<file path="config.mk">
export PLATFORM = sky130hd
export DESIGN_NAME = drc_prog_reset_init
export DESIGN_NICKNAME = d
export VERILOG_FILES = /design/src/shared/drc_pkg.sv /design/src/rtl/drc_clk_div.sv /design/src/rtl/drc_prog_reset_init.sv
export SDC_FILE = /design/constraint.sdc
export NUM_CORES = 1
export LEC_CHECK = 0
export BUFFER_PORTS_ARGS = -buffer_cell sky130_fd_sc_hd__buf_2
export CAP_MARGIN = 40
export CORE_MARGIN = 8
export CORE_UTILIZATION = 28
export DETAILED_ROUTE_END_ITERATION = 12
export PLACE_DENSITY_LB_ADDON = 0.08
export SLEW_MARGIN = 20
export SYNTH_ARGS = -nofsm -noshare
export SYNTH_HDL_FRONTEND = slang
export SYNTH_SLANG_ARGS = --single-unit
</file>
<file path="constraint.sdc">
create_clock -name clk_i -period 4.8 [get_ports clk_i]
set_input_delay 1.44 -clock clk_i [delete_from_list [all_inputs] [get_ports clk_i]]
set_output_delay 1.44 -clock clk_i [all_outputs]
set_load 0.01 [all_outputs]
</file>
<file path="src/shared/drc_pkg.sv">
// Constants, types and helpers for the DRAM controller reset, programming
// and initialization block.
// Assumes a 125 MHz system clock and a classic Wishbone register bus.
//
// Overview of operation
// - System clock runs the arbiter and times refresh RAS low and precharge.
// - Acknowledge is held and released on rising system clock edges.
// - Delay-line clock is sampled, so it must run below half the system clock rate.
// - Delay-line clock divided by 6..20 in steps of two gives the reference.
// - Refresh request clock is the reference further divided down.
// - Reset pin acts asynchronously; host holds it for 16 clock edges.
// - First programming after reset starts one initialization period only.
// - During initialization refresh indicator held, RAS pulses every 13 or 15 us.
// - During initialization CAS stays negated while row address steps 0..2047.
// - Initialization lasts 4096 refresh clock periods.
// - Mode-load only: bits latched when the mode-load strobe is negated.
// - On that request, wait bits apply and acknowledge asserts on the same clock edge.
// - On strobe negation after that access, remaining bits apply.

package drc_pkg;

   // -----------------------------------------------------------------
   // Timing
   // -----------------------------------------------------------------
   localparam int CLK_PERIOD_NS  = 8;
   localparam int REF_MHZ        = 2;
   localparam int RFSH_SHORT_US  = 13;
   localparam int RFSH_LONG_US   = 15;
   localparam int RAS_LOW_NS     = 100;
   localparam int PRECHARGE_NS   = 80;
   localparam int INIT_TICKS     = 4096;

   function automatic int cycles_min(input int ns);
      return (ns + CLK_PERIOD_NS - 1) / CLK_PERIOD_NS;
   endfunction

   localparam int RAS_LOW_CYC    = cycles_min(RAS_LOW_NS);
   localparam int PRECHARGE_CYC  = cycles_min(PRECHARGE_NS);

   // -----------------------------------------------------------------
   // Programming word layout
   // -----------------------------------------------------------------
   localparam int ADDR_W         = 22;
   localparam int ROW_W          = 11;
   localparam int DIV_LSB        = 0;
   localparam int DIV_W          = 3;
   localparam int RFSH_BIT       = 3;
   localparam int WAIT_LSB       = 4;
   localparam int WAIT_W         = 3;
   localparam int DIV_BASE       = 3;
   localparam int TUNE_W         = 8;

   typedef struct packed {
      logic              extend_cas_in0;
      logic              bank1;
      logic              bank0;
      logic [ADDR_W-1:0] addr;
   } drc_prog_t;

   localparam drc_prog_t PROG_RST = '0;

   // -----------------------------------------------------------------
   // Register map
   // -----------------------------------------------------------------
   localparam logic [7:0] REG_STATUS = 8'h00;
   localparam logic [7:0] REG_PROG   = 8'h04;
   localparam logic [7:0] REG_TUNE   = 8'h08;

   localparam logic [TUNE_W-1:0] TUNE_SHORT_RST = TUNE_W'(RFSH_SHORT_US * REF_MHZ);
   localparam logic [TUNE_W-1:0] TUNE_LONG_RST  = TUNE_W'(RFSH_LONG_US * REF_MHZ);

   localparam int ST_PROG_BIT    = 0;
   localparam int ST_INIT_BIT    = 1;
   localparam int ST_REFRESH_IN_PROGRESS_N_BIT    = 2;
   localparam int ST_CSP_BIT     = 3;
   localparam int ST_ROW_LSB     = 16;

   // -----------------------------------------------------------------
   // Arbiter states
   // -----------------------------------------------------------------
   typedef enum logic [1:0] {
      ARB_IDLE = 2'b00,
      ARB_RAS  = 2'b01,
      ARB_PRE  = 2'b10,
      ARB_ACK  = 2'b11
   } drc_arb_t;

endpackage

</file>
<file path="src/rtl/drc_clk_div.sv">
// Delay-line clock divider: 2 MHz reference and refresh request ticks.
// Assumes the delay-line clock input is sampled on the system clock.
`timescale 1ns/1ps
`default_nettype none

module drc_clk_div
   import drc_pkg::*;
(
   input  wire logic              clk_i,
   input  wire logic              rst_i,
   input  wire logic              dl_clk_i,
   input  wire logic [DIV_W-1:0]  div_sel_i,
   input  wire logic [TUNE_W-1:0] tune_i,
   output logic                   ref_o,
   output logic                   tick_o
);

   logic              dl_q;
   logic [4:0]        half_q;
   logic [TUNE_W-1:0] tune_q;
   logic              ref_q;
   logic              tick_q;
   logic              dl_rise;
   logic [4:0]        half_max;

   assign dl_rise  = dl_clk_i & ~dl_q;
   assign half_max = 5'(div_sel_i) + 5'(DIV_BASE - 1);
   assign ref_o    = ref_q;
   assign tick_o   = tick_q;

   // -----------------------------------------------------------------
   // Reference divider
   // -----------------------------------------------------------------
   always_ff @(posedge clk_i) begin
      if (rst_i) begin
         dl_q   <= 1'b0;
         half_q <= '0;
         ref_q  <= 1'b0;
      end else begin
         dl_q <= dl_clk_i;
         if (dl_rise) begin
            if (half_q >= half_max) begin
               half_q <= '0;
               ref_q  <= ~ref_q;
            end else begin
               half_q <= half_q + 5'd1;
            end
         end
      end
   end

   // -----------------------------------------------------------------
   // Refresh clock
   // -----------------------------------------------------------------
   always_ff @(posedge clk_i) begin
      if (rst_i) begin
         tune_q <= '0;
         tick_q <= 1'b0;
      end else begin
         tick_q <= 1'b0;
         if (dl_rise && half_q >= half_max && !ref_q) begin
            if (tune_q >= tune_i - TUNE_W'(1)) begin
               tune_q <= '0;
               tick_q <= 1'b1;
            end else begin
               tune_q <= tune_q + TUNE_W'(1);
            end
         end
      end
   end

endmodule

`default_nettype wire

</file>
<file path="src/rtl/drc_prog_reset_init.sv">
// DRAM controller reset, programming and power-up initialization.
// Assumes host pins synchronous to clk_i and a classic Wishbone master.
//
// Design decisions made here: the Wishbone slave port and the placing of the registers.
`timescale 1ns/1ps
`default_nettype none

module drc_prog_reset_init
   import drc_pkg::*;
(
   input  wire logic              clk_i,
   input  wire logic              rst_i,
   input  wire logic              ctrl_reset_n_i,
   // Wishbone slave
   input  wire logic              wb_cyc_i,
   input  wire logic              wb_stb_i,
   input  wire logic              wb_we_i,
   input  wire logic [7:0]        wb_adr_i,
   input  wire logic [3:0]        wb_sel_i,
   input  wire logic [31:0]       wb_dat_i,
   output logic [31:0]            wb_dat_o,
   output logic                   wb_ack_o,
   // Host programming pins
   input  wire logic [ADDR_W-1:0] addr_i,
   input  wire logic              bank_sel_in0_i,
   input  wire logic              bank_sel_in1_i,
   input  wire logic              extend_cas_in0_i,
   input  wire logic              mode_load_strobe_n_i,
   input  wire logic              chip_select_n_i,
   input  wire logic              access_request_n_i,
   input  wire logic              delay_line_clock_in_i,
   output logic                   transfer_acknowledge_n_o,
   // DRAM side
   output logic                   refresh_in_progress_n_o,
   output logic                   ras_n_o,
   output logic                   cas_n_o,
   output logic [ROW_W-1:0]       refresh_addr_o,
   output logic                   dl_ref_o,
   output logic [WAIT_W-1:0]      wait_bits_o
);

   // -----------------------------------------------------------------
   // Declarations
   // -----------------------------------------------------------------
   drc_arb_t          state_q;
   drc_arb_t          state_d;
   drc_prog_t         prog_q;
   drc_prog_t         pend_q;
   drc_prog_t         pin_word;
   logic [WAIT_W-1:0] wait_q;
   logic              programmed_q;
   logic              init_q;
   logic              cs_prog_q;
   logic              ml_q;
   logic              access_request_n_q;
   logic              rf_pend_q;
   logic [12:0]       init_cnt_q;
   logic [ROW_W-1:0]  row_q;
   logic [7:0]        cyc_q;
   logic [TUNE_W-1:0] tune_short_q;
   logic [TUNE_W-1:0] tune_long_q;
   logic              ack_q;
   logic [31:0]       rdat_q;
   logic              ras_n_q;
   logic              ack_n_q;
   logic              ml_rise;
   logic              access_request_n_fall;
   logic              cs_take;
   logic              tick;
   logic              div_rst;
   logic              rf_enter;
   logic              rf_done;
   logic [TUNE_W-1:0] tune_sel;
   logic              wb_req;
   logic              wb_wr;

   assign pin_word.extend_cas_in0 = extend_cas_in0_i;
   assign pin_word.bank1 = bank_sel_in1_i;
   assign pin_word.bank0 = bank_sel_in0_i;
   assign pin_word.addr  = addr_i;

   // -----------------------------------------------------------------
   // Pin edge detection
   // -----------------------------------------------------------------
   assign ml_rise   = mode_load_strobe_n_i & ~ml_q;
   assign access_request_n_fall = ~access_request_n_i & access_request_n_q;
   assign cs_take   = access_request_n_fall & ~mode_load_strobe_n_i
                      & ~chip_select_n_i & (state_q == ARB_IDLE);

   always_ff @(posedge clk_i or negedge ctrl_reset_n_i) begin
      if (!ctrl_reset_n_i) begin
         ml_q   <= 1'b1;
         access_request_n_q <= 1'b1;
      end else if (rst_i) begin
         ml_q   <= 1'b1;
         access_request_n_q <= 1'b1;
      end else begin
         ml_q   <= mode_load_strobe_n_i;
         access_request_n_q <= access_request_n_i;
      end
   end

   // -----------------------------------------------------------------
   // Programming register
   // -----------------------------------------------------------------
   always_ff @(posedge clk_i or negedge ctrl_reset_n_i) begin
      if (!ctrl_reset_n_i) begin
         prog_q    <= PROG_RST;
         pend_q    <= PROG_RST;
         wait_q    <= '0;
         cs_prog_q <= 1'b0;
      end else if (rst_i) begin
         prog_q    <= PROG_RST;
         pend_q    <= PROG_RST;
         wait_q    <= '0;
         cs_prog_q <= 1'b0;
      end else begin
         if (cs_take) begin
            pend_q    <= pin_word;
            cs_prog_q <= 1'b1;
            wait_q    <= addr_i[WAIT_LSB +: WAIT_W];
         end else if (ml_rise) begin
            if (cs_prog_q) begin
               prog_q    <= pend_q;
               cs_prog_q <= 1'b0;
            end else begin
               prog_q <= pin_word;
               wait_q <= addr_i[WAIT_LSB +: WAIT_W];
            end
         end
      end
   end

   // -----------------------------------------------------------------
   // Initialization period
   // -----------------------------------------------------------------
   always_ff @(posedge clk_i or negedge ctrl_reset_n_i) begin
      if (!ctrl_reset_n_i) begin
         programmed_q <= 1'b0;
         init_q       <= 1'b0;
         init_cnt_q   <= '0;
      end else if (rst_i) begin
         programmed_q <= 1'b0;
         init_q       <= 1'b0;
         init_cnt_q   <= '0;
      end else begin
         if (ml_rise) begin
            programmed_q <= 1'b1;
            if (!programmed_q) begin
               init_q     <= 1'b1;
               init_cnt_q <= '0;
            end
         end else if (init_q && rf_done) begin
            if (init_cnt_q == 13'(INIT_TICKS - 1)) begin
               init_q <= 1'b0;
            end else begin
               init_cnt_q <= init_cnt_q + 13'd1;
            end
         end
      end
   end

   // -----------------------------------------------------------------
   // Refresh request and row counter
   // -----------------------------------------------------------------
   assign tune_sel = prog_q.addr[RFSH_BIT] ? tune_long_q : tune_short_q;
   assign div_rst  = rst_i | ~programmed_q;

   drc_clk_div u_div (
      .clk_i     (clk_i),
      .rst_i     (div_rst),
      .dl_clk_i  (delay_line_clock_in_i),
      .div_sel_i (prog_q.addr[DIV_LSB +: DIV_W]),
      .tune_i    (tune_sel),
      .ref_o     (dl_ref_o),
      .tick_o    (tick)
   );

   always_ff @(posedge clk_i or negedge ctrl_reset_n_i) begin
      if (!ctrl_reset_n_i) begin
         rf_pend_q <= 1'b0;
         row_q     <= '0;
      end else if (rst_i) begin
         rf_pend_q <= 1'b0;
         row_q     <= '0;
      end else begin
         if (tick && (init_q || !prog_q.extend_cas_in0)) begin
            rf_pend_q <= 1'b1;
         end else if (rf_enter) begin
            rf_pend_q <= 1'b0;
         end
         if (ml_rise && !programmed_q) begin
            row_q <= '0;
         end else if (rf_done) begin
            row_q <= row_q + ROW_W'(1);
         end
      end
   end

   // -----------------------------------------------------------------
   // Arbiter
   // -----------------------------------------------------------------
   assign rf_enter = (state_q == ARB_IDLE) & rf_pend_q & ~cs_take;
   assign rf_done  = (state_q == ARB_PRE) & (cyc_q == 8'd0);

   always_comb begin
      state_d = state_q;
      unique case (state_q)
         ARB_IDLE: begin
            if (cs_take) begin
               state_d = ARB_ACK;
            end else if (rf_pend_q) begin
               state_d = ARB_RAS;
            end
         end
         ARB_RAS: begin
            if (cyc_q == 8'd0) begin
               state_d = ARB_PRE;
            end
         end
         ARB_PRE: begin
            if (cyc_q == 8'd0) begin
               state_d = ARB_IDLE;
            end
         end
         ARB_ACK: begin
            if (access_request_n_i) begin
               state_d = ARB_IDLE;
            end
         end
      endcase
   end

   always_ff @(posedge clk_i or negedge ctrl_reset_n_i) begin
      if (!ctrl_reset_n_i) begin
         state_q <= ARB_IDLE;
      end else if (rst_i) begin
         state_q <= ARB_IDLE;
      end else begin
         state_q <= state_d;
      end
   end

   always_ff @(posedge clk_i or negedge ctrl_reset_n_i) begin
      if (!ctrl_reset_n_i) begin
         cyc_q <= '0;
      end else if (rst_i) begin
         cyc_q <= '0;
      end else if (state_q == ARB_IDLE && state_d == ARB_RAS) begin
         cyc_q <= 8'(RAS_LOW_CYC - 1);
      end else if (state_q == ARB_RAS && state_d == ARB_PRE) begin
         cyc_q <= 8'(PRECHARGE_CYC - 1);
      end else if (cyc_q != 8'd0) begin
         cyc_q <= cyc_q - 8'd1;
      end
   end

   // -----------------------------------------------------------------
   // DRAM and host outputs
   // -----------------------------------------------------------------
   always_ff @(posedge clk_i or negedge ctrl_reset_n_i) begin
      if (!ctrl_reset_n_i) begin
         ras_n_q <= 1'b1;
         ack_n_q <= 1'b1;
      end else if (rst_i) begin
         ras_n_q <= 1'b1;
         ack_n_q <= 1'b1;
      end else begin
         ras_n_q <= ~(state_d == ARB_RAS);
         ack_n_q <= ~(state_d == ARB_ACK);
      end
   end

   assign ras_n_o                  = ras_n_q;
   assign cas_n_o                  = 1'b1;
   assign refresh_addr_o           = row_q;
   assign transfer_acknowledge_n_o = ack_n_q;
   assign wait_bits_o              = wait_q;
   assign refresh_in_progress_n_o  = ~(init_q | (state_q == ARB_RAS)
                                       | (state_q == ARB_PRE));

   // -----------------------------------------------------------------
   // Wishbone slave
   // -----------------------------------------------------------------
   assign wb_req   = wb_cyc_i & wb_stb_i & ~ack_q;
   assign wb_wr    = wb_req & wb_we_i;
   assign wb_ack_o = ack_q;
   assign wb_dat_o = rdat_q;

   always_ff @(posedge clk_i) begin
      if (rst_i) begin
         ack_q  <= 1'b0;
         rdat_q <= '0;
      end else begin
         ack_q  <= wb_req;
         rdat_q <= '0;
         if (wb_req && !wb_we_i) begin
            unique case (wb_adr_i)
               REG_STATUS: begin
                  rdat_q[ST_PROG_BIT]             <= programmed_q;
                  rdat_q[ST_INIT_BIT]             <= init_q;
                  rdat_q[ST_REFRESH_IN_PROGRESS_N_BIT]             <= ~refresh_in_progress_n_o;
                  rdat_q[ST_CSP_BIT]              <= cs_prog_q;
                  rdat_q[ST_ROW_LSB +: ROW_W]     <= row_q;
               end
               REG_PROG: begin
                  rdat_q[$bits(drc_prog_t)-1:0]   <= prog_q;
               end
               REG_TUNE: begin
                  rdat_q[TUNE_W-1:0]              <= tune_short_q;
                  rdat_q[2*TUNE_W-1:TUNE_W]       <= tune_long_q;
               end
               default: begin
                  rdat_q <= '0;
               end
            endcase
         end
      end
   end

   always_ff @(posedge clk_i) begin
      if (rst_i) begin
         tune_short_q <= TUNE_SHORT_RST;
         tune_long_q  <= TUNE_LONG_RST;
      end else if (wb_wr && wb_adr_i == REG_TUNE) begin
         if (wb_sel_i[0]) begin
            tune_short_q <= wb_dat_i[TUNE_W-1:0];
         end
         if (wb_sel_i[1]) begin
            tune_long_q <= wb_dat_i[2*TUNE_W-1:TUNE_W];
         end
      end
   end

endmodule

`default_nettype wire

</file>
* Yosys cells after proc, flatten, opt, wreduce, memory -nomap -nowiden
Cells that the tools add are included.
** Operators by class
- Add/sub/neg operators :: 7
- Equal/unequal tests :: 13
- Order comparisons :: 2
- Reductions and logical operators :: 36
- Bitwise operators :: 30
- Mux-type cells :: 53
** Operator list (number)
- 25-bit 2-to-1 mux :: 6
- 13-bit 2-to-1 mux :: 5
- 8-bit 2-to-1 mux :: 6
- 11-bit 2-to-1 mux :: 3
- 12-bit case mux with 2 select lines :: 1
- 1-bit 2-to-1 mux :: 18
- 9-bit case mux with 2 select lines :: 1
- 8-bit logical NOT :: 2
- 8-bit by 1-bit subtractor with 8-bit output (second input constant) :: 2
- 1-bit NOT :: 15
- 3-bit nonzero test :: 5
- 13-bit by 1-bit adder with 13-bit output (second input constant) :: 1
- 13-bit by 12-bit == test with 1-bit output (second input constant) :: 1
- 1-bit AND :: 12
- 2-bit 2-to-1 mux :: 6
- 3-bit 2-to-1 mux :: 4
- 4-bit case mux with 3 select lines :: 1
- 11-bit by 1-bit adder with 11-bit output (second input constant) :: 1
- 2-bit AND reduction :: 5
- 1-bit logical AND :: 9
- 8-bit by 1-bit adder with 8-bit output (second input constant) :: 1
- 2-bit == test (second input constant) :: 4
- 8-bit by 3-bit == test with 1-bit output (second input constant) :: 1
- 8-bit by 4-bit == test with 1-bit output (second input constant) :: 1
- 20 further kinds :: 30
** Storage, ports and cells
- Flip-flop bits (word level) :: 160
- Output and inout port bits :: 52
- Word-level logic and storage cells :: 173

* Logic depth before layout (Yosys ltp)
Gate-level depths: netlist of the first run.
- Word-level depth :: 12
- Depth in mapped cells :: 14
- Depth with buffers taken out :: 11

* By module
A second synthesis of the first run with hierarchy kept.
** Unflattened totals
- Cells, all modules :: 767
- Area total of the unflattened synthesis :: 7300.8 µm²
** Modules (own cells, without submodules)
- drc_prog_reset_init :: cells an instance 628, times used 1, area an instance 6169.7 µm², sequential area each 3263.1 µm²
- drc_clk_div :: cells an instance 139, times used 1, area an instance 1131.1 µm², sequential area each 320.3 µm²

* Worst setup path before layout of the first run
No wires, ideal clock.
- Path kind :: register to register
- Start point :: register prog_q[3] (netlist bit)
- End point :: register u_div.tune_q[3]
- Clock period less this slack :: 3.271 ns
- Stages on the path, launching flop included :: 14
- Arrival :: 3.196 ns
- Buffers on the path :: 3
- Slack :: 1.529 ns
- Cells stage by stage :: dfrtp_1 > clkbuf_1 > buf_1 > mux2i_1 > ha_1 > o21ai_0 > xnor2_1 > ha_1 > a211oi_1 > o211ai_1 > a221oi_2 > buf_2 > nand3_1 > a31oi_1
** Between the ends
- Cells in the longest elaborated chain, start to end :: 4
** Ends and longest elaborated chain
- start, declared :: line drc_prog_reset_init.sv:47 : drc_prog_t prog_q;
- start signal, assigned :: line drc_prog_reset_init.sv:124 : prog_q <= pend_q;
- start signal, assigned :: line drc_prog_reset_init.sv:127 : prog_q <= pin_word;
- 8-bit 2-to-1 mux :: line drc_prog_reset_init.sv:166 : assign tune_sel = prog_q.addr[RFSH_BIT] ? tune_long_q : tune_short_q;
- 8-bit by 1-bit subtractor with 8-bit output :: line drc_clk_div.sv:62 : if (tune_q >= tune_i - TUNE_W'(1)) begin
- 8-bit greater-or-equal comparator :: line drc_clk_div.sv:62
- 8-bit 2-to-1 mux :: line drc_clk_div.sv:62
- end signal, assigned :: line drc_clk_div.sv:66 : tune_q <= tune_q + TUNE_W'(1);
- end, declared :: line drc_clk_div.sv:20 : logic [TUNE_W-1:0] tune_q;
No other way between the ends.
A chain may end at the register's enable or synchronous reset.

* Worst setup path in the final report of the first run
Ends and elaborated chain as after synthesis.

==> reports/metrics.csv, run 1 <==
stage;metric;value;unit
routing;total number of vias;5784;
setup_path;R2R cell count;11;
clock_network;Root Buffer;clkbuf_16;
setup_path;CP endpoint kind;flip-flop;
logic_synthesis;register area share after synthesis;0.4872;
setup_path;Largest stage delay, worst path;850;ps
timing;fmax;306.6;MHz
power;Lkg Pwr;3.816;nW
setup_path;cell family with most CP delay;compound AO/OA/AOI/OAI gates;
status;status;finished clean;
timing;minimum clock period;3262;ps
logic_synthesis;top cell type's share of synthesized area;0.3096;
global_route;initial antenna violation count;2;
placement;IO buf count;106;
logic_synthesis;commonest cells in the netlist;95 x nor2_1, 91 x dfrtp_1, 79 x nand2_1;
final_layout;Final nets;972;
run;Max-cap violations;0;
timing;final worst path period share;0.6795;
floorplan;Core Area;25910;sq um
timing;Setup TNS;0;ps
floorplan;die height;178.1;microns
routing;DRC;0;
logic_synthesis;post-synthesis simple-gate area fraction;0.2045;
logic_synthesis;Post-synth EDFFs;0;
routing;Routed Wire Length;20980;microns
setup_path;Critical Path Stages;11;
setup_path;Buf/Inv on CP;1;
logic_synthesis;syn avg cell area;9.479;sq um
power;pwr/cell area;371.2;nW/um^2
global_route;first-pass GRT wire length;33570;microns
logic_synthesis;Netlist cell types;56;
setup_path;FF-to-FF End;u_div.tune_q[3]$_SDFFE_PP0P_;
logic_synthesis;Adder-Cell Fraction of Synth Area;0.03232;
routing;Detail Route Antenna Nets;0;
global_route;largest net degree at the start of global routing;69;
clock_network;TritonCTS clock tree;done;
power;IR drop worst, VDD;153.3;uV
timing;Max Slew Vio Count;0;
timing;RSZ-0062 raised after global routing;no;
logic_synthesis;Synth Area in XOR/XNOR;0.02500;
floorplan;initial core utilization;0.2839;
setup_path;R2R Setup Slk;1540;ps
floorplan;Ports;131;
setup_path;CP Launch Type;flip-flop;
clock_network;Clk Latency, worst-skew pair;430;ps
logic_synthesis;flops & latches, synth;155;
clock_network;H-tree level count;4;
floorplan;Cell Rows;59;
power;Pwr Total;0.003290;W
timing;Final Hold Viols;0;
final_layout;share of post-route cells with drive strength above 1;0.1928;
logic_synthesis;most frequent cell after synthesis;nor2_1;
clock_network;post-CTS setup buffers;0;
logic_synthesis;Synth Area in Compound Gates;0.1323;
logic_synthesis;Synth Flop Type;dfrtp_1;
setup_path;Critical Path, Cell by Cell;mux2i_1, ha_1, o21ai_0, xnor2_1, ha_1, a211oi_1, o211ai_1, a221oi_2, buf_4, nand3_1, a31oi_1;
logic_synthesis;Yosys warnings;0;
worst_hold_path;Worst Hold Class;reg2reg;
global_route;total track usage;0.1351;
clock_network;CTS sink count;155;
clock_network;cts hold-fix bufs;0;
routing;drt via density;4.733;
placement;HPWL after DPL;14970;microns
setup_path;Crit. Startpoint;prog_q[3]$_DFFE_PN0P_;
timing;Clock Skews;13.06;ps
setup_path;Critical Path End;u_div.tune_q[3]$_SDFFE_PP0P_;
setup_path;CP dominant cell by count;ha_1;
routing;post-DR wirelength/cell;17.17;microns
clock_network;TritonCTS Buffers;17;
setup_path;WS Path Type;reg2reg;
clock_network;Clk pin slew, worst setup/hold paths;60;ps
floorplan;DIE WIDTH;178.1;microns
logic_synthesis;Post-synth ARST share;0.6129;
clock_network;post-cts resize count;0;
floorplan;die area;31710;sq um
logic_synthesis;mux contribution to synthesized area;0.08165;
global_route;number of global-route vias before repair;5934;
logic_synthesis;Synth area leaders;dfrtp_1 31%, dfxtp_1 16%, mux2i_1 8.2%;
setup_path;CP max stage cell;dfrtp_1;
routing;Initial DRC Count;277;
setup_path;worst-path fanout max;20;
final_layout;final cell count without fillers;1222;
timing;worst-margin pin slew;791.0;ps
final_layout;ant diodes;0;
placement;gpl congestion;0.7368;
setup_path;Arrival @ worst endpoint;3610;ps
final_layout;area grow syn2layout;20.50;%
routing;first-pass detailed-route iteration total;4;
timing;Worst slew margin;0.4726;
worst_hold_path;hold path startpoint;u_div.tick_o$_SDFF_PP0_;
logic_synthesis;largest family of logic cells by synthesized area;simple AND/OR/NAND/NOR gates;
logic_synthesis;Cell Area, Synth;7356;sq um
clock_network;clock buffer depth;2;
global_route;Remaining Overflow, GRT;0;
setup_path;CP required;5150;ps
placement;Inst Count DP;1190;
logic_synthesis;cell count after synthesis;776;
setup_path;R2R Path Start;prog_q[3]$_DFFE_PN0P_;
logic_synthesis;area leader, netlist;dfrtp_1;
timing;Final setup viols;0;
[sequential cells by signal, indices dropped and copies added, names as in the netlist, 2 cells and up]
| name | flops |
|---|---|
| cyc_q | 8 |
| prog_q | 25 |
| wait_bits_o | 3 |
| init_cnt_q | 13 |
| u_div.half_q | 5 |
| refresh_addr_o | 11 |
| pend_q | 25 |
| wb_dat_o | 27 |
| tune_short_q | 8 |
| state_q | 2 |
| u_div.tune_q | 8 |
| tune_long_q | 8 |
[metrics by stage]
step	area [sq um]	hold WS (ps)	setup slack, ps	util
after floorplan	7371	433.4	1529	-
after global placement	8227	459.4	1375	0.3175
after detailed placement	8267	458.0	1381	0.3190
after CTS	8864	465.3	1499	0.3421
after global routing	8864	474.2	1167	0.3421
final	8864	456.1	1538	0.3421
[placed cells by master (no fill, tap or decap), types with 5 or more instances in the layout]
cell type | Yosys | final
nand3_1 | 24 | 24
nor3_1 | 21 | 21
clkbuf_16 | 0 | 20
a211o_1 | 7 | 7
o21ai_0 | 15 | 15
dfxtp_1 | 60 | 60
a22o_1 | 13 | 13
inv_6 | 0 | 5
a21oi_1 | 55 | 55
xnor2_1 | 11 | 11
ha_1 | 19 | 19
inv_1 | 15 | 15
nor2_1 | 95 | 95
dfrtp_1 | 91 | 91
nor2b_1 | 9 | 8
xor2_1 | 10 | 10
nand2_1 | 79 | 79
a31oi_1 | 9 | 9
and2_1 | 6 | 6
and3_1 | 11 | 11
mux2i_1 | 60 | 60
buf_4 | 6 | 16
conb_1 | 2 | 6
buf_2 | 5 | 106
nand2b_1 | 12 | 12
o31ai_1 | 6 | 6
a211oi_1 | 28 | 28
or4_1 | 9 | 9
nand4_1 | 10 | 10
[worst min-delay path by stage]
stage / endpoint / slack, ps / depth (start not counted)
floorplan: rf_pend_q$_DFFE_PN0P_ / 430 / 2
global placement: rf_pend_q$_DFFE_PN0P_ / 460 / 2
detailed placement: rf_pend_q$_DFFE_PN0P_ / 460 / 2
CTS: rf_pend_q$_DFFE_PN0P_ / 470 / 2
global route: rf_pend_q$_DFFE_PN0P_ / 470 / 2
finish: rf_pend_q$_DFFE_PN0P_ / 460 / 2
[layer usage]
metal	track usage	wire (microns)	vias up	part of all wire
met5	0	27	-	0.0013
met4	0.04481	235	4	0.011
met3	0.03577	1033	18	0.049
met2	0.2047	9316	95	0.44
li1	-	-	2947	-
met1	0.1835	10370	2720	0.49
[power breakdown]
group | total (W) | leakage [nW] | internal, W | switching (W)
Combinational | 0.000481 | 1.75 | 0.000191 | 0.000290
Sequential | 0.00144 | 1.77 | 0.00137 | 0.0000717
Clock | 0.00137 | 0.294 | 0.000770 | 0.000601
[worst register-to-register path, cell delays in order (launching register included)]
cell      delay [ps]
dfrtp_1          850
mux2i_1          360
ha_1             230
o21ai_0          160
xnor2_1          170
ha_1             210
a211oi_1         280
o211ai_1         160
a221oi_2         250
buf_4            240
nand3_1          100
a31oi_1          180
[layout make-up]
type / instances / area [sq um]
Sequential cell: 155 / 3583
Inverter: 15 / 56.30
Tap cell: 335 / 419.2
Clock buffer: 21 / 504.2
Clock inverter: 11 / 92.59
Fill cell: 2716 / 17050
Multi-Input combinational cell: 562 / 3530
Timing Repair Buffer: 123 / 678.2
[cells by family (layout without fill, tap and decap cells)]
| group | count (synthesis) | in the layout |
|---|---|---|
| fa+ha+maj | 19 | 19 |
| simple gates | 307 | 307 |
| mux | 60 | 60 |
| buf+inv | 63 | 170 |
| xor+xnor | 21 | 21 |
| flops | 155 | 155 |
| compound gates | 149 | 149 |
| other cells | 2 | 6 |
Note: power is estimated with default switching activity, not from simulation.
==> run 2: changes to the inputs <==
Settings changed: ABC_AREA from default to 1.
Clock period 4.8 ns to 3.3 ns, I/O delays scaled along.
==> run 2 against run 1 <==
Global-route usage grew 0.15 points. Largest cell class unchanged. Largest power group unchanged. Via count grew 11%. Sequential share of layout area shrank 1.0 points. Utilization shrank 0.29 points.
==> reports/metrics.csv, run 2 <==
stage;metric;value;unit
status;status;finished clean;
logic_synthesis;cell count after synthesis;972;
clock_network;clock buffer depth;2;
global_route;total track usage;0.1367;
placement;gpl congestion;0.7660;
timing;Max Slew Vio Count;0;
floorplan;Core Area;26800;sq um
power;Int Power;0.003305;W
global_route;initial antenna violation count;0;
logic_synthesis;register area share after synthesis;0.4726;
setup_path;Critical Path, Cell by Cell;o21ai_0, ha_1, inv_1, nor2_1, nand3_1, xor2_1, ha_1, nand2_1, nor2_1, nand4_1, nand3_1, nand2_1, nand2_1, nor2_1;
setup_path;cell family with most CP delay;simple AND/OR/NAND/NOR gates;
run;Max-cap violations;0;
setup_path;Largest stage delay, worst path;550;ps
final_layout;share of post-route cells with drive strength above 1;0.1746;
global_route;first-pass GRT wire length;35820;microns
timing;minimum clock period;2880;ps
clock_network;cts hold-fix bufs;0;
timing;Final Hold Viols;0;
power;switching share of power;0.3061;
final_layout;max reg flops;27;
final_layout;ant diodes;0;
floorplan;Cell Rows;60;
final_layout;area grow syn2layout;19.88;%
routing;drt via density;4.494;
logic_synthesis;syn avg cell area;7.801;sq um
clock_network;Clk pin slew, worst setup/hold paths;70;ps
timing;Worst slew margin;0.5459;
clock_network;H-tree level count;4;
logic_synthesis;Yosys warnings;0;
power;sw power;0.001458;W
logic_synthesis;Synth Flop Type;dfrtp_1;
global_route;met3 Use GR;0.02641;
routing;Routed Wire Length;21970;microns
logic_synthesis;Synth area leaders;dfrtp_1 30%, dfxtp_1 16%, nand2_1 10%;
global_route;largest net degree at the start of global routing;48;
placement;Place WS;345.1;ps
setup_path;worst-path fanout max;13;
timing;fmax;347.2;MHz
global_route;number of global-route vias before repair;6552;
logic_synthesis;Post-synth EDFFs;0;
final_layout;commonest non-fill, non-tap cell in the layout;nand2_1;
logic_synthesis;flops & latches, synth;155;
clock_network;TritonCTS Buffers;17;
floorplan;die height;180.6;microns
timing;Setup TNS;0;ps
logic_synthesis;commonest cells in the netlist;202 x nand2_1, 143 x inv_1, 106 x o21ai_0;
routing;DRC;0;
setup_path;WS Path Type;reg2reg;
placement;HPWL after DPL;16500;microns
logic_synthesis;Netlist cell types;48;
timing;Final setup viols;0;
final_layout;commonest cells after routing, fill and taps aside;202 x nand2_1, 143 x inv_1, 106 x o21ai_0, 105 x buf_2, 91 x dfrtp_1;
routing;post-DR wirelength/cell;15.31;microns
final_layout;Core Util, Final;0.3392;
setup_path;CP max stage cell;dfrtp_1;
logic_synthesis;Post-synth ARST share;0.6129;
logic_synthesis;top cell type's share of synthesized area;0.3003;
power;Comb pwr share;0.151;
global_route;busiest grt layer;met2;
routing;total number of vias;6449;
routing;first-pass detailed-route iteration total;4;
logic_synthesis;most frequent cell after synthesis;nand2_1;
setup_path;Arrival @ worst endpoint;3200;ps
setup_path;CP Launch Type;flip-flop;
placement;IO buf count;106;
power;Clock Power Share;0.413;
power;IR drop worst, VDD;345.8;uV
timing;RSZ-0062 raised after global routing;no;
routing;Initial DRC Count;345;
timing;final worst path period share;0.8729;
timing;final setup margin;419.5;ps
power;pwr/cell area;523.9;nW/um^2
clock_network;post-CTS setup buffers;0;
global_route;met1 Use GR;0.1896;
clock_network;Root Buffer;clkbuf_16;
clock_network;TritonCTS clock tree;done;
timing;Clock Skews;11.25;ps
setup_path;CP required;3620;ps
power;Lkg Pwr;4.284;nW
global_route;Remaining Overflow, GRT;0;
floorplan;initial core utilization;0.2829;
clock_network;Clk Latency, worst-skew pair;430;ps
worst_hold_path;Worst Hold Class;reg2reg;
power;Reg power frac;0.436;
routing;Detail Route Antenna Nets;0;
final_layout;fill cell count;2889;
floorplan;Ports;131;
final_layout;Final nets;1179;
logic_synthesis;Cell Area, Synth;7582;sq um
clock_network;CTS sink count;155;
clock_network;post-cts resize count;0;
setup_path;Buf/Inv on CP;1;
timing;worst-margin pin slew;680.2;ps
logic_synthesis;area leader, netlist;dfrtp_1;
floorplan;DIE WIDTH;180.6;microns
floorplan;die area;32600;sq um
setup_path;CP endpoint kind;flip-flop;
global_route;GR Layer Usage met2;0.2135;
==> run 2: cell count changes in the layout (fill, tap and decap cells not counted), moves of 15 or more <==
cell | previous run | this run
o22ai_1 | 0 | 15
a211oi_1 | 28 | 1
nand2_1 | 79 | 202
inv_1 | 15 | 143
nand4_1 | 10 | 34
nor2_1 | 95 | 67
mux2i_1 | 60 | 2
o21ai_0 | 15 | 106
nand3_1 | 24 | 50
==> run 2: power by group through the flow <==
| stage | clock network (W) | logic, W | registers (W) |
|---|---|---|---|
| after CTS | 0.00202 | 0.000734 | 0.00208 |
| after global placement | 0 | 0.000726 | 0.00212 |
| after floorplan | 0 | 0.000502 | 0.00210 |
| final | 0.00197 | 0.000720 | 0.00208 |
| after detailed placement | 0 | 0.000730 | 0.00212 |
| after global routing | 0.00210 | 0.000834 | 0.00209 |
==> run 2: through the flow <==
| stage | hold slack, ps | cells | power [W] | cell area [sq um] |
|---|---|---|---|---|
| after floorplan | 428.3 | 976 | 0.002601 | 7597 |
| after global placement | 448.6 | 1403 | 0.002841 | 8512 |
| after detailed placement | 446.5 | 1403 | 0.002845 | 8512 |
| after CTS | 470.4 | 1435 | 0.004833 | 9090 |
| after global routing | 482.5 | 1435 | 0.005025 | 9090 |
| final | 464.3 | 1435 | 0.004763 | 9090 |
==> run 2: tightest hold or removal path, stage by stage (launching register included) <==
cell     delay (ps)
dfxtp_1         330
nand2_1          60
o21ai_0          60
==> run 2: final cells by class <==
cell class	instances	area [sq um]	share of cell area
timing repair buffer	122	665.6	0.07323
tap	341	426.7	0.04694
multi-input combinational	635	3273	0.3601
inverter	150	563.0	0.06194
sequential	155	3583	0.3942
clock inverter	15	152.6	0.01679
clock buffer	17	425.4	0.04680
==> run 2: routing by layer <==
metal / vias up / share of wire
li1: 3368 / -
met1: 2986 / 0.52
met2: 80 / 0.45
met3: 15 / 0.025
met4: 0 / 0.010
met5: - / 0
==> run 2: path summary, 6_finish.rpt <==
check / slack (ps) / end / cells after the start / startpoint
worst min-delay path: 460 / wb_dat_o[7]$_SDFF_PP0_ / 2 / tune_short_q[7]$_SDFFE_PP0P_
worst max-delay path: 420 / u_div.tune_q[1]$_SDFFE_PP0P_ / 14 / prog_q[3]$_DFFE_PN0P_
worst max register to register: 420 / u_div.tune_q[1]$_SDFFE_PP0P_ / 14 / prog_q[3]$_DFFE_PN0P_
worst min register to register: 460 / wb_dat_o[7]$_SDFF_PP0_ / 2 / tune_short_q[7]$_SDFFE_PP0P_
min in group asynchronous: 580 / pend_q[9]$_DFFE_PN0P_ / 1 / ctrl_reset_n_i
max in group asynchronous: 2030 / transfer_acknowledge_n_o$_DFF_PN1_ / 2 / ctrl_reset_n_i
==> run 2: cell families after synthesis <==
| group | after synthesis | synth area share |
|---|---|---|
| mux | 2 | 0.002640 |
| buf+inv | 186 | 0.09802 |
| compound gates | 200 | 0.1451 |
| flops | 155 | 0.4726 |
| xor+xnor | 18 | 0.02079 |
| simple gates | 390 | 0.2285 |
| other cells | 2 | 0.0009905 |
| fa+ha+maj | 19 | 0.03135 |
